===== config.mk =====
export PLATFORM = sky130hd
export DESIGN_NAME = pixel_output_dual_port_select
export DESIGN_NICKNAME = d
export VERILOG_FILES = /design/src/design/pixdemux_pkg.sv /design/src/design/strobe_gen.sv /design/src/design/pixel_output_dual_port_select.sv
export SDC_FILE = /design/constraint.sdc
export NUM_CORES = 1
export LEC_CHECK = 0
export BUFFER_PORTS_ARGS = -buffer_cell sky130_fd_sc_hd__buf_2
export CORE_UTILIZATION = 52
export CTS_CLUSTER_SIZE = 24
export DETAILED_ROUTE_END_ITERATION = 12
export PLACE_DENSITY = 0.8
export SLEW_MARGIN = 30
export SYNTH_ARGS = -nofsm -noshare
export SYNTH_HDL_FRONTEND = slang
export SYNTH_SLANG_ARGS = --single-unit

===== constraint.sdc =====
create_clock -name SYS_CLK_IN -period 3 [get_ports SYS_CLK_IN]
set_clock_uncertainty 0.2 [all_clocks]
set_input_delay 0.3 -clock SYS_CLK_IN [delete_from_list [all_inputs] [get_ports SYS_CLK_IN]]
set_output_delay 0.3 -clock SYS_CLK_IN [all_outputs]
set_load 0.02 [all_outputs]

===== src/design/pixdemux_pkg.sv =====
package pixdemux_pkg;

  // One pixel across the three colour channels, bit 7 of each byte is the MSB.
  typedef struct packed {
    logic [7:0] red;
    logic [7:0] green;
    logic [7:0] blue;
  } chan_data_t;

  // Everything that leaves the block on one output edge, delayed as one unit.
  typedef struct packed {
    chan_data_t port_a;
    chan_data_t port_b;
    logic       strobe;
    logic       line_sync;
  } out_word_t;

  // Width of the sample phase setting and depth of the phase delay line.
  localparam int PHASE_W     = 3;
  localparam int DELAY_DEPTH = 8;

  // Number of pin inputs passed through the two-flop synchroniser.
  localparam int SYNC_W = 32;

  // Bit positions of each pin inside the synchroniser vector.
  localparam int SYNC_PIX_CLK_POS  = 0;
  localparam int SYNC_LINE_POS     = 1;
  localparam int SYNC_PWR_N_POS    = 2;
  localparam int SYNC_GREEN_POS    = 3;
  localparam int SYNC_ADDR_POS     = 4;
  localparam int SYNC_SCL_POS      = 6;
  localparam int SYNC_SDA_POS      = 7;
  localparam int SYNC_SAMPLE_POS   = 8;

  // Serial bus address: fixed upper bits, bits 2:1 from the straps.
  localparam logic [7:0] BUS_ADDR_BASE = 8'h98;

  // Values held after reset.
  localparam logic [SYNC_W-1:0] SYNC_RESET = 32'h0000_0004;
  localparam chan_data_t        DATA_RESET = 24'h00_0000;
  localparam out_word_t         WORD_RESET = 50'h0;

endpackage : pixdemux_pkg


===== src/design/strobe_gen.sv =====
`timescale 1ns/10ps

// Builds the output data strobe from the sampled pixel clock.
module strobe_gen
  import pixdemux_pkg::*;
(
  // Clock and reset.
  input  wire logic clk_in,
  input  wire logic rst_n_in,
  // Pixel clock level and its rising-edge event.
  input  wire logic pix_level_in,
  input  wire logic pix_rise_in,
  // Mode and run control.
  input  wire logic dual_in,
  input  wire logic run_in,
  // Strobe towards the delay line.
  output logic      strobe_out
);

  logic half_rate_reg;  // Toggles once per pixel for dual-port operation.

  // In dual-port mode the strobe toggles each pixel, giving half the pixel
  // rate; the toggle restarts low when stopped so the phase is repeatable.
  always_ff @(posedge clk_in)
  begin
    if (!rst_n_in || !run_in)
    begin
      half_rate_reg <= 1'b0;
    end
    else if (pix_rise_in)
    begin
      half_rate_reg <= ~half_rate_reg;
    end
  end

  // Single-port mode follows the pixel clock itself, so the strobe runs at
  // the pixel sampling frequency; a stopped generator holds the strobe low.
  always_comb
  begin
    if (!run_in)
    begin
      strobe_out = 1'b0;
    end
    else if (dual_in)
    begin
      strobe_out = half_rate_reg;
    end
    else
    begin
      strobe_out = pix_level_in;
    end
  end

endmodule : strobe_gen


===== src/design/pixel_output_dual_port_select.sv =====
`timescale 1ns/10ps

module pixel_output_dual_port_select
  import pixdemux_pkg::*;
(
  // System clock and synchronous active-low reset.
  input  wire logic               SYS_CLK_IN,
  input  wire logic               RESETN_IN,
  // Pixel sampling clock, samples and line sync from the front end.
  input  wire logic               PIX_CLK_IN,
  input  wire chan_data_t         SAMPLE_IN,
  input  wire logic               LINE_SYNC_IN,
  input  wire logic               LINE_SYNC_POL_IN,
  // Output configuration held by the control registers.
  input  wire logic               DUAL_PORT_SELECT_IN,
  input  wire logic               PARALLEL_OUTPUT_SELECT_IN,
  input  wire logic [PHASE_W-1:0] SAMPLE_PHASE_IN,
  // Pins: power-down, green sync slice, address straps, serial port.
  input  wire logic               LOW_POWER_REQUEST_N_IN,
  input  wire logic               GREEN_SYNC_SLICE_IN,
  input  wire logic [1:0]         BUS_ADDRESS_LOW_PINS_IN,
  input  wire logic               SERIAL_CLK_IN,
  input  wire logic               SERIAL_DATA_IN,
  output logic                    SERIAL_DATA_OUT,
  output logic                    SERIAL_DATA_OE_OUT,
  // Serial port view handed to the control register logic.
  output logic                    SERIAL_CLK_SYNC_OUT,
  output logic                    SERIAL_DATA_SYNC_OUT,
  output logic [7:0]              BUS_ADDRESS_OUT,
  // Pixel data ports with their output enables.
  output chan_data_t              PORT_A_OUT,
  output logic                    PORT_A_OE_OUT,
  output chan_data_t              PORT_B_OUT,
  output logic                    PORT_B_OE_OUT,
  // Data strobe pair and line sync output with their enable.
  output logic                    OUTPUT_DATA_STROBE_OUT,
  output logic                    OUTPUT_DATA_STROBE_N_OUT,
  output logic                    LINE_SYNC_OUT,
  output logic                    TIMING_OE_OUT,
  // Green sync slicer output, never floated.
  output logic                    GREEN_SYNC_SLICE_OUT
);

  logic [SYNC_W-1:0] async_vec;       // All pins that cross into this domain.
  logic [SYNC_W-1:0] meta_reg;        // First synchroniser stage, read by stage two only.
  logic [SYNC_W-1:0] sync_reg;        // Second synchroniser stage, safe to use.
  logic              pix_prev_reg;    // Pixel clock level one cycle back.
  logic              pix_rise;        // One-cycle event on a pixel clock rising edge.
  logic              run;             // Clock generator running (not powered down).
  logic              sync_level;      // Line sync, normalised to active high.
  logic              sync_prev_reg;   // Normalised line sync at the previous pixel.
  logic              sel_b_reg;       // Next pixel goes to port B when set.
  chan_data_t        hold_a_reg;      // Port A pixel held for parallel output.
  chan_data_t        port_a_reg;      // Port A data before the phase delay.
  chan_data_t        port_b_reg;      // Port B data before the phase delay.
  logic              line_out_reg;    // Line sync before the phase delay.
  logic              strobe;          // Strobe before the phase delay.
  out_word_t         dly_reg [DELAY_DEPTH];  // Phase delay line.
  out_word_t         tap_reg;         // Output word chosen by the phase setting.
  logic [1:0]        addr_low_reg;    // Synchronised strap levels.

  // Gather every pin that arrives from outside this clock domain.
  assign async_vec = {SAMPLE_IN, SERIAL_DATA_IN, SERIAL_CLK_IN, BUS_ADDRESS_LOW_PINS_IN,
                      GREEN_SYNC_SLICE_IN, LOW_POWER_REQUEST_N_IN, LINE_SYNC_IN, PIX_CLK_IN};

  // Two flip-flops per pin; the samples ride through the same stages as the
  // pixel clock, so they stay lined up with the edge that is detected below.
  generate
    for (genvar i = 0; i < SYNC_W; i++)
    begin : g_sync
      always_ff @(posedge SYS_CLK_IN)
      begin
        if (!RESETN_IN)
        begin
          meta_reg[i] <= SYNC_RESET[i];
          sync_reg[i] <= SYNC_RESET[i];
        end
        else
        begin
          meta_reg[i] <= async_vec[i];
          sync_reg[i] <= meta_reg[i];
        end
      end
    end
  endgenerate

  // Power-down stops the pixel event stream, which is what stopping the
  // clock generator means here; mode inputs are untouched so settings stay.
  assign run = sync_reg[SYNC_PWR_N_POS];

  // Pixel clock edge detector on the synchronised level.
  always_ff @(posedge SYS_CLK_IN)
  begin
    if (!RESETN_IN)
    begin
      pix_prev_reg <= 1'b0;
    end
    else
    begin
      pix_prev_reg <= sync_reg[SYNC_PIX_CLK_POS];
    end
  end

  assign pix_rise = run && sync_reg[SYNC_PIX_CLK_POS] && !pix_prev_reg;

  // Whatever the input polarity, the sync carried forward is active high.
  assign sync_level = sync_reg[SYNC_LINE_POS] ^ ~LINE_SYNC_POL_IN;

  // Line sync output, updated on pixel edges so it keeps step with the data.
  always_ff @(posedge SYS_CLK_IN)
  begin
    if (!RESETN_IN)
    begin
      sync_prev_reg <= 1'b0;
      line_out_reg  <= 1'b0;
    end
    else if (pix_rise)
    begin
      sync_prev_reg <= sync_level;
      line_out_reg  <= sync_level;
    end
  end

  // Port select: a new line sync forces the pixel after it to port B, so a mode
  // change between lines never leaves the pair misaligned.
  always_ff @(posedge SYS_CLK_IN)
  begin
    if (!RESETN_IN)
    begin
      sel_b_reg <= 1'b0;
    end
    else if (pix_rise)
    begin
      if (sync_level && !sync_prev_reg)
      begin
        sel_b_reg <= 1'b1;
      end
      else
      begin
        sel_b_reg <= DUAL_PORT_SELECT_IN && !sel_b_reg;
      end
    end
  end

  // Data steering. The pixel on the sync edge itself is the first one of the
  // line and therefore lands on port A regardless of the old select.
  always_ff @(posedge SYS_CLK_IN)
  begin
    if (!RESETN_IN)
    begin
      hold_a_reg <= DATA_RESET;
      port_a_reg <= DATA_RESET;
      port_b_reg <= DATA_RESET;
    end
    else if (pix_rise)
    begin
      if (!DUAL_PORT_SELECT_IN)
      begin
        port_a_reg <= sync_reg[SYNC_SAMPLE_POS +: 24];
      end
      else if (sel_b_reg && !(sync_level && !sync_prev_reg))
      begin
        // Second pixel of a pair.
        port_b_reg <= sync_reg[SYNC_SAMPLE_POS +: 24];
        if (PARALLEL_OUTPUT_SELECT_IN)
        begin
          port_a_reg <= hold_a_reg;
        end
      end
      else if (PARALLEL_OUTPUT_SELECT_IN)
      begin
        // First pixel of a parallel pair waits for its partner.
        hold_a_reg <= sync_reg[SYNC_SAMPLE_POS +: 24];
      end
      else
      begin
        port_a_reg <= sync_reg[SYNC_SAMPLE_POS +: 24];
      end
    end
  end

  // Strobe source; a stopped generator parks the strobe low.
  strobe_gen u_strobe_gen (
    .clk_in       (SYS_CLK_IN),
    .rst_n_in     (RESETN_IN),
    .pix_level_in (sync_reg[SYNC_PIX_CLK_POS] && pix_prev_reg),
    .pix_rise_in  (pix_rise),
    .dual_in      (DUAL_PORT_SELECT_IN),
    .run_in       (run),
    .strobe_out   (strobe)
  );

  // Data, strobe and line sync enter one shared delay line, so the phase
  // setting moves all of them by the same amount and never apart.
  always_ff @(posedge SYS_CLK_IN)
  begin
    if (!RESETN_IN)
    begin
      for (int k = 0; k < DELAY_DEPTH; k++)
      begin
        dly_reg[k] <= WORD_RESET;
      end
      tap_reg <= WORD_RESET;
    end
    else
    begin
      dly_reg[0] <= '{port_a: port_a_reg, port_b: port_b_reg,
                      strobe: strobe, line_sync: line_out_reg};
      for (int k = 1; k < DELAY_DEPTH; k++)
      begin
        dly_reg[k] <= dly_reg[k-1];
      end
      tap_reg <= dly_reg[SAMPLE_PHASE_IN];
    end
  end

  // Registered outputs; the complement is built from the same flop so the
  // pair never skews, and capture logic may use either edge.
  assign PORT_A_OUT               = tap_reg.port_a;
  assign PORT_B_OUT               = tap_reg.port_b;
  assign OUTPUT_DATA_STROBE_OUT   = tap_reg.strobe;
  assign OUTPUT_DATA_STROBE_N_OUT = ~tap_reg.strobe;
  assign LINE_SYNC_OUT            = tap_reg.line_sync;

  // Output enables: port B only drives in dual-port mode; power-down floats
  // every data and timing output.
  assign PORT_A_OE_OUT = run;
  assign PORT_B_OE_OUT = run && DUAL_PORT_SELECT_IN;
  assign TIMING_OE_OUT = run;

  // The slicer output is only synchronised and is not gated by power-down.
  assign GREEN_SYNC_SLICE_OUT = sync_reg[SYNC_GREEN_POS];

  // Straps follow their synchronised levels on every cycle. The synchroniser
  // itself is cleared by reset, so sampling only once just after release
  // would see its reset value instead of the pins.
  always_ff @(posedge SYS_CLK_IN)
  begin
    if (!RESETN_IN)
    begin
      addr_low_reg <= 2'h0;
    end
    else
    begin
      addr_low_reg <= sync_reg[SYNC_ADDR_POS +: 2];
    end
  end

  // Address with read/write bit zero; straps fill bits 2:1, giving 98h-9Eh.
  assign BUS_ADDRESS_OUT = BUS_ADDR_BASE | {5'h00, addr_low_reg, 1'b0};

  // The serial clock is only ever an input; the data line is released here
  // and is driven low only by the protocol logic, which lives elsewhere.
  assign SERIAL_CLK_SYNC_OUT  = sync_reg[SYNC_SCL_POS];
  assign SERIAL_DATA_SYNC_OUT = sync_reg[SYNC_SDA_POS];
  assign SERIAL_DATA_OUT      = 1'b0;
  assign SERIAL_DATA_OE_OUT   = 1'b0;

endmodule : pixel_output_dual_port_select


-- After elaboration in Yosys (flattened, before gate mapping)
Memories as Yosys holds them, arrays and structs flattened. A register that Yosys moved wholly into a read port is not among the register bits.
Cells that the tools add are included.
- register bits after elaboration: 142
- logic and storage cells: 129
- input bits: 40
- memories kept: 1
- output and inout bits: 67
- bits in writable memories: 400
- memories (name ; depth ; bits a word ; read ports ; clocked after Yosys merged registers in ; wr ports ; line ; source):
    dly_reg ; 8 ; 50 ; 8 ; 1 ; 8 ; pixel_output_dual_port_select.sv:58 ; out_word_t dly_reg [DELAY_DEPTH];
- reductions and logical operators: 18
- equality and inequality tests: 2
- mux-type cells: 17
- bitwise logic cells: 13
- operators by type and width (cell ; count):
    $mux 50 ; 8
    $mux 24 ; 4
    $or 1x1->1 ; 8
    $logic_and 1x1->1 ; 7
    $logic_not 1->1 ; 7
    $reduce_and 3->1 ; 2
    $mux 1 ; 5
    $not 1->1 ; 4
    $reduce_and 4->1 ; 1
    $ne 3x2->1 const B ; 1
    $ne 3x3->1 const B ; 1
    $logic_or 1x1->1 ; 1
    $xor 1x1->1 ; 1

-- Logic depth before layout (Yosys ltp)
Gate-level depths: netlist (run 1).
- word-level depth: 7
- gate-level depth with buffers: 7
- gate-level depth less buffers: 4

-- Hierarchy
Synthesis (run 1) repeated with hierarchy kept, for this count alone.
- cell total of the unflattened synthesis: 1661
- area total of the unflattened synthesis: 19745.2 um^2
- by module, submodules not included (module ; instances ; sequential area each (um^2) ; area each (um^2) ; cells an instance):
    pixel_output_dual_port_select ; 1 ; 11831.3 ; 19693.9 ; 1656
    strobe_gen ; 1 ; 20.0 ; 51.3 ; 5

-- Worst setup path before layout (run 1)
Ideal clock, no wire load.
- path kind: reg-to-reg
- start: register sync_reg[1]
- end: register port_a_reg[10] (netlist name)
- clock period less this slack: 1.867 ns
- cell stages (with the launch flop): 7
- path slack: 1.133 ns
- path buffers: 2
- arrival time: 1.576 ns
- setup time: 0.091 ns
- required time: 2.709 ns
- cell sequence: dfxtp_1 -> xnor2_2 -> mux2_4 -> and2_1 -> buf_6 -> buf_6 -> a311oi_1
- longest elaborated chain between the ends: 6
- elaborated cells on any way between the ends: 9
- classes of those cells: eq/ne (2); mux (2); bitwise (1); reduce/logical (4)
- RTL lines (element ; line ; source):
    from (decl) ; pixel_output_dual_port_select.sv:46 ; logic [SYNC_W-1:0] sync_reg;
    from (signal, indexed assignment) ; pixel_output_dual_port_select.sv:76 ; sync_reg[i] <= SYNC_RESET[i];
    from (signal, indexed assignment) ; pixel_output_dual_port_select.sv:81 ; sync_reg[i] <= meta_reg[i];
    $xor 1x1->1 (*) ; pixel_output_dual_port_select.sv:107 ; assign sync_level = sync_reg[SYNC_LINE_POS] ^ ~LINE_SYNC_POL_IN;
    $logic_and 1x1->1 (*) ; pixel_output_dual_port_select.sv:161 ; else if (sel_b_reg && !(sync_level && !sync_prev_reg))
    $logic_not 1->1 (*) ; pixel_output_dual_port_select.sv:161 ;
    $logic_and 1x1->1 (*) ; pixel_output_dual_port_select.sv:161 ;
    $ne 3x2->1 (no source line) (tied with other cells) ; n/a ;
    $reduce_and 3->1 (no source line) / $mux 24 (equally long branches) ; n/a ;
    to (signal assigned) ; pixel_output_dual_port_select.sv:159 ; port_a_reg <= sync_reg[SYNC_SAMPLE_POS +: 24];
    to (signal assigned) ; pixel_output_dual_port_select.sv:167 ; port_a_reg <= hold_a_reg;
    to (signal assigned) ; pixel_output_dual_port_select.sv:177 ; port_a_reg <= sync_reg[SYNC_SAMPLE_POS +: 24];
    to (decl) ; pixel_output_dual_port_select.sv:54 ; chan_data_t port_a_reg;
Mark *: on every way between the ends. The rest lies on a longest branch, timed or not.
A chain may end at the register's enable or synchronous reset.

-- Worst setup path after layout (run 1)
- start: input LINE_SYNC_POL_IN
- end: register port_a_reg[12] (netlist name)
- longest elaborated chain between the ends: 7
- elaborated cells on any way between the ends: 10
- classes of those cells: eq/ne (2); mux (2); bitwise (2); reduce/logical (4)
- RTL lines (element ; line ; source):
    from (decl) ; pixel_output_dual_port_select.sv:13 ; input wire logic LINE_SYNC_POL_IN,
    $not 1->1 (*) ; pixel_output_dual_port_select.sv:107 ;
    $xor 1x1->1 (*) ; pixel_output_dual_port_select.sv:107 ;
    $logic_and 1x1->1 (*) ; pixel_output_dual_port_select.sv:161 ;
    $logic_not 1->1 (*) ; pixel_output_dual_port_select.sv:161 ;
    $logic_and 1x1->1 (*) ; pixel_output_dual_port_select.sv:161 ;
    $ne 3x2->1 (no source line) (tied with other cells) ; n/a ;
    $reduce_and 3->1 (no source line) / $mux 24 (equally long branches) ; n/a ;
Marks and branches as above.

==> metrics.txt, run 1 <==
Initial Utilization=between 50% and 60%; max reg flops=400; mapped cell area=a little under 20000 µm²; clk slew on worst S/H paths=~60 ps; ys async rst share=0%; synthesis-to-finish area growth=15.8%; RSZ-0062 raised after global routing=false; Fmax=~0.43 GHz; final WL=between 30000 and 40000 µm; core area=about 37000 µm²; internal power=12400 µW; vias in the first global route=approximately 12k; TritonCTS buffer count=56; Sw Pwr=approximately 3200 µW; Post-DP Area=around 21000 µm²; H-Tree Depth=2; DRT antenna net count=0; Final period util=77.4%; Skew-Pair Late Insertion Delay=roughly 580 ps; hpwl dp=between 20000 and 25000 µm; # IOs=107; post-synthesis compound-gate area fraction=around 4.2%; Seq pwr share=between 50 and 60%; Nets=1797; routed vias=11.7k; largest net degree at the start of global routing=176; Crit. End Element=flip-flop; wire length of the first global-routing pass=between 60000 and 70000 µm; multi-input combinational cell area=approximately 7300 µm²; DR vias/cell=between 5 and 6; final hold violation count=0; setup_tns=0 ps; Final setup viols=0; Combinational Power Share=3.2%; flops & latches, synth=between 500 and 600; RR Endpoint=port_a_reg[12]$_SDFFE_PN0P_; post-route DRC violation count=0; Fillers=~2.8k; count of cell types in the netlist=33; post-synthesis xor/xnor area fraction=less than 1%; EDFF count, synth=0; Hold Slack=207 ps; TritonRoute pass-1 iters=5; CP arrival=approximately 2500 ps; TritonCTS clock tree=yes; Iteration-0 DRC Markers=around 740; predominant post-synthesis flop cell=dfxtp_1; number of setup buffers added after CTS=0; post-synthesis cell count=around 1.7k; most frequent cells in the layout=dfxtp_1 (592), and2_1 (464), nand2_1 (101); worst setup path start=LINE_SYNC_POL_IN; routed length per instance=roughly 16 µm; Die ar.=38700 µm²; Root Buffer Master=clkbuf_16; fin area=22900 µm²; outcome=finished clean; clk sinks=about 590; sw frac=between 20% and 30%; Sequential cell area=roughly 12000 µm²; Lkg Pwr=0.00915 µW; Tightest Hold Check Type=flip-flop to flip-flop; die height=~200 µm; area share of fa/ha/maj cells after synthesis=0%; layout cell share with drive strength beyond 1=18.0%; Synth Warn #=0; Req. time, crit path=about 3200 ps; Placer Congestion=between 0.7 and 0.8; Worst Reg-to-Reg Cells=4; Power per Cell Area=about 700 nW/µm²; main combinational cell family by area after synthesis=simple AND/OR/NAND/NOR gates; FP Rows=70; Antenna Cells=0; Period minus WS final=between 2000 and 2500 ps; reg2reg setup slack=approximately 720 ps; worst r2r src=sync_reg[1]$_SDFF_PN0_; Worst setup endpoint=port_a_reg[12]$_SDFFE_PN0P_; Setup CP Type=input pin to flip-flop; GRT Total Usage=19.7%; register area share after synthesis=60.1%; clock power share=between 40% and 50%; simple-gate share of the synthesized area=a little under a fifth; Max clock buf depth=3; worst vdd ir=approximately 0.00054 V; Worst slew margin=around two fifths; Max Slew Vio Count=0; CP Launch Type=input pin; commonest non-fill, non-tap cell in the layout=dfxtp_1; worst slew pin tran=a little over 900 ps; mux share of post-synthesis cell area=between 10% and 20%; antenna violations before repair=0; IO Port Bufs=98; CP max FO=25; Die Wd=slightly below 200 µm; total global routing overflow=0; Synth Area per Inst=~12 µm²; max_cap viols=0
[worst max-delay path, stage by stage]
cell and delay [ps]:
dlygate4sd3_1 520, buf_2 140, xnor2_2 360, mux2_4 430, and2_2 580, a311oi_1 200
[layout make-up]
cell class	count	share of cell area, %
clock buffer	81	7.12
timing repair buffer	158	4.95
sequential	592	51.9
inverter	3	0.0602
clock inverter	21	1.19
tap	504	2.76
multi-input combinational	946	32.1
[through the flow]
step	total power (µW)	util [%]	worst slack [ps]	cells
2_1_floorplan	8500	-	1130	1669
3_3_place_gp	8620	55.7	419	2167
3_5_place_dp	8630	55.7	292	2167
4_1_cts	15800	61.8	353	2305
5_1_grt	16200	61.8	583	2305
6_report	15600	61.8	678	2305
[cells by family (layout without fill, tap and decap cells)]
kind of cell	count (synthesis)	after routing
AO/OA/AOI/OAI	132	132
XOR/XNOR	2	2
buffers and inverters	131	263
flip-flops	592	592
multiplexers	151	151
other	2	8
AND/OR/NAND/NOR	653	653
[timing repair]
action | 4_1_cts | 5_1_grt
gates resized for setup | 0 | 0
endpoints found under the hold margin | 55 | 0
hold buffers | 36 | 0
[power groups by stage]
stage / clock [µW] / sequential [µW] / combinational (µW)
global route: 7640 / 7990 / 553
finish: 7140 / 7990 / 504
CTS: 7300 / 7990 / 508
floorplan: 0 / 8140 / 357
detailed placement: 0 / 8160 / 471
global placement: 0 / 8160 / 463
[Yosys cell counts, types with 3 or more instances]
| cell type | instances | area (µm²) |
|---|---|---|
| nor2_1 | 52 | 195 |
| nand3b_1 | 4 | 30.0 |
| buf_6 | 3 | 33.8 |
| a311oi_1 | 17 | 149 |
| o21ai_0 | 25 | 125 |
| and2_1 | 465 | 2910 |
| nand2_1 | 101 | 379 |
| dfxtp_1 | 592 | 11900 |
| nand3_1 | 25 | 125 |
| buf_1 | 4 | 15.0 |
| buf_2 | 19 | 95.1 |
| a311oi_2 | 7 | 105 |
| buf_4 | 9 | 67.6 |
| clkbuf_1 | 93 | 349 |
| a21oi_1 | 77 | 385 |
| mux2i_1 | 50 | 500 |
| mux4_2 | 100 | 2250 |
[worst min-delay path by stage]
stage | slack, ps | endpoint | start | depth (start not counted)
after floorplan | 190 | PORT_A_OE_OUT$_SDFF_PN1_ | meta_reg[2]$_SDFF_PN1_ | 1
after global placement | 200 | PORT_A_OE_OUT$_SDFF_PN1_ | meta_reg[2]$_SDFF_PN1_ | 1
after detailed placement | 200 | PORT_A_OE_OUT$_SDFF_PN1_ | meta_reg[2]$_SDFF_PN1_ | 1
after CTS | 190 | port_a_reg[5]$_SDFFE_PN0P_ | PARALLEL_OUTPUT_SELECT_IN | 5
after global routing | 220 | PORT_A_OE_OUT$_SDFF_PN1_ | meta_reg[2]$_SDFF_PN1_ | 1
final | 210 | PORT_A_OE_OUT$_SDFF_PN1_ | meta_reg[2]$_SDFF_PN1_ | 1
[routing by layer]
layer | up-vias | GRT usage, % | share of wire (%) | wire length, µm
met5 | - | 0 | 0 | 0
met3 | 54 | 3.35 | 4.7 | 1720
met4 | 0 | 7.03 | 2.2 | 795
met1 | 5666 | 25.8 | 45 | 16400
met2 | 274 | 32.8 | 49 | 18000
li1 | 5697 | - | - | -
Note: power is estimated with default switching activity, not from simulation.
==> run 2: changes to the inputs <==
Clock period 3 ns to 2.4 ns, I/O delays scaled along.
==> run 2 against run 1 <==
Via count up 1.4%. Setup slack got worse by 330 ps. Sequential share of layout area shrank 0.35 points. Hold slack worse by 34 ps. Non-clock buffer count up 8. First-iteration DRC count decreased by 8.4%.
==> metrics.txt, run 2 (synthesis results as in run 1) <==
outcome=finished clean; Final period util=a little under nine tenths; core area=37000 µm² (unchanged); most frequent cells in the layout=dfxtp_1 (592), and2_1 (464), nand2_1 (101); Die Wd=197 µm (unchanged); clk slew on worst S/H paths=60 ps (about the same); sw frac=20.8% (+0.32 points); Initial Utilization=53.4% (unchanged); Skew-Pair Late Insertion Delay=600 ps (+20 ps); Post-DP Area=20700 µm² (+0.52%); Sw Pwr=4090 µW (+28%); IO Port Bufs=98 (unchanged); wire length of the first global-routing pass=61700 µm (+0.55%); Final setup viols=0 (unchanged); Placer Congestion=0.795 (-0.20%); Stages on worst setup path=4 (-2); CP max FO=24 (-4.0%); Setup CP Type=flip-flop to flip-flop; Tightest Hold Check Type=input pin to flip-flop; final WL=37400 µm (+1.2%); routed vias=11.9k (+1.4%); Worst Reg-to-Reg Cells=4 (unchanged); Core Util, Final=62.3% (+0.42 points); routed length per instance=16.2 µm (+0.90%); Worst slew margin=61.0% (+22 points); worst setup path start=sync_reg[1]$_SDFF_PN0_; post-route DRC violation count=0 (unchanged); CP max-delay cell=xnor2_2; largest net degree at the start of global routing=326 (+85%); vias in the first global route=12.1k (-0.36%); largest stage delay on the critical path=410 ps (-170 ps); internal power=15600 µW (+25%); layout cell share with drive strength beyond 1=18.2% (+0.25 points); Period minus WS final=2050 ps; TritonRoute pass-1 iters=5 (unchanged); max reg flops=400 (unchanged); FP Rows=70 (unchanged); DR vias/cell=5.13 (+1.1%); # resized after CTS=0 (unchanged); TritonCTS clock tree=yes; TritonCTS buffer count=56 (unchanged); antenna violations before repair=0 (unchanged); Fmax=a little under 0.5 GHz; Buf/Inv on CP=0 (-2); CP delay by family, top=XOR/XNOR gates; DRT antenna net count=0 (unchanged); setup slack after layout=348 ps (-330 ps); max_cap viols=0 (unchanged); clock power share=45.8% (about the same); Crit. End Element=flip-flop; worst vdd ir=0.000611 V (+13%); Lkg Pwr=0.00922 µW (+0.75%); reg2reg setup slack=350 ps (-370 ps); worst r2r src=sync_reg[1]$_SDFF_PN0_; Power per Cell Area=855 nW/µm² (+25%); Die ar.=38700 µm² (unchanged); Nets=1805 (+0.45%); # IOs=107 (unchanged); setup_tns=0 ps (unchanged); Max Slew Vio Count=0 (unchanged); Worst setup endpoint=port_a_reg[6]$_SDFFE_PN0P_; RR Endpoint=port_a_reg[6]$_SDFFE_PN0P_; GRT Total Usage=19.8% (+0.15 points); clk sinks=592 (unchanged); die height=197 µm (unchanged); Placed Cells=2173 (+0.28%); total global routing overflow=0 (unchanged); RSZ-0062 raised after global routing=false; Seq pwr share=50.8% (-0.3 points); Root Buffer Master=clkbuf_16; cells along the critical path=xnor2_2 > mux2_4 > and2_2 > a311oi_1; fin area=23000 µm² (+0.68%); CP arrival=2340 ps (-200 ps); Combinational Power Share=3.4% (+0.2 points); Max clock buf depth=3 (unchanged); Req. time, crit path=2690 ps (-530 ps); commonest non-fill, non-tap cell in the layout=dfxtp_1; worst slew pin tran=585 ps (-329 ps); synthesis-to-finish area growth=16.6%; post-route non-filler standard cell count=2313 (+0.35%); Iteration-0 DRC Markers=676 (-8.4%); CP Launch Type=flip-flop; Antenna Cells=0 (unchanged); hpwl dp=22500 µm (+0.48%); Fillers=2824 (-0.25%); final hold violation count=0 (unchanged); Placement Setup Slack=-3.24 ps (-296 ps); H-Tree Depth=2 (unchanged)
==> run 2: changes by cell type in the layout (fill, tap and decap cells not counted), sizes merged <==
cell	delta
clkinv	-2
clkbuf	+2
dlygate4sd3	+1
buf	+7
==> run 2: worst reg2reg max path, delay by kind of cell (launching register included) <==
family / cells / cell delay, ps
multiplexers: 1 / 340
AND/OR/NAND/NOR: 1 / 370
AO/OA/AOI/OAI: 1 / 310
flip-flops: 1 / 320
XOR/XNOR: 1 / 410
==> run 2: cell type report <==
class / instances / area [µm²] / share of cell area, %
sequential: 592 / 11900 / 51.5
multi-input combinational: 946 / 7330 / 31.9
clock buffer: 83 / 1630 / 7.10
timing repair buffer: 166 / 1270 / 5.51
tap: 504 / 631 / 2.74
clock inverter: 19 / 285 / 1.24
inverter: 3 / 13.8 / 0.0598
==> run 2: what timing repair did <==
item                                   CTS  global route
buffers inserted                         0             0
endpoints found under the hold margin   71             0
hold buffers                            37             0
==> run 2: metrics by stage <==
step / hold slack, ps / total power, µW
after detailed placement: 213 / 10800
after floorplan: 141 / 10600
after global routing: 168 / 20300
final: 173 / 19700
after global placement: 191 / 10800
after CTS: 129 / 19800
==> run 2: per-layer routing <==
| metal | vias up | track usage, % | wire [µm] |
|---|---|---|---|
| met5 | - | 0 | 0 |
| met4 | 0 | 5.40 | 699 |
| met3 | 59 | 4.24 | 1860 |
| met2 | 275 | 33.0 | 18100 |
| met1 | 5797 | 26.1 | 16700 |
| li1 | 5727 | - | - |
==> run 2: worst min-delay path by stage <==
stage,from,end,slack (ps),depth (start not counted)
2_1_floorplan,LOW_POWER_REQUEST_N_IN,meta_reg[2]$_SDFF_PN1_,140,1
3_3_place_gp,meta_reg[2]$_SDFF_PN1_,PORT_A_OE_OUT$_SDFF_PN1_,190,1
3_5_place_dp,meta_reg[2]$_SDFF_PN1_,PORT_A_OE_OUT$_SDFF_PN1_,210,1
4_1_cts,PARALLEL_OUTPUT_SELECT_IN,hold_a_reg[14]$_SDFFE_PN0P_,130,5
5_1_grt,PARALLEL_OUTPUT_SELECT_IN,hold_a_reg[19]$_SDFFE_PN0P_,170,5
6_report,PARALLEL_OUTPUT_SELECT_IN,hold_a_reg[14]$_SDFFE_PN0P_,170,5
==> run 2: power by group through the flow <==
stage	registers, µW	logic [µW]	clock network [µW]
2_1_floorplan	10200	446	0
3_3_place_gp	10200	601	0
3_5_place_dp	10200	614	0
4_1_cts	9990	661	9180
5_1_grt	9990	722	9620
6_report	9990	664	9020
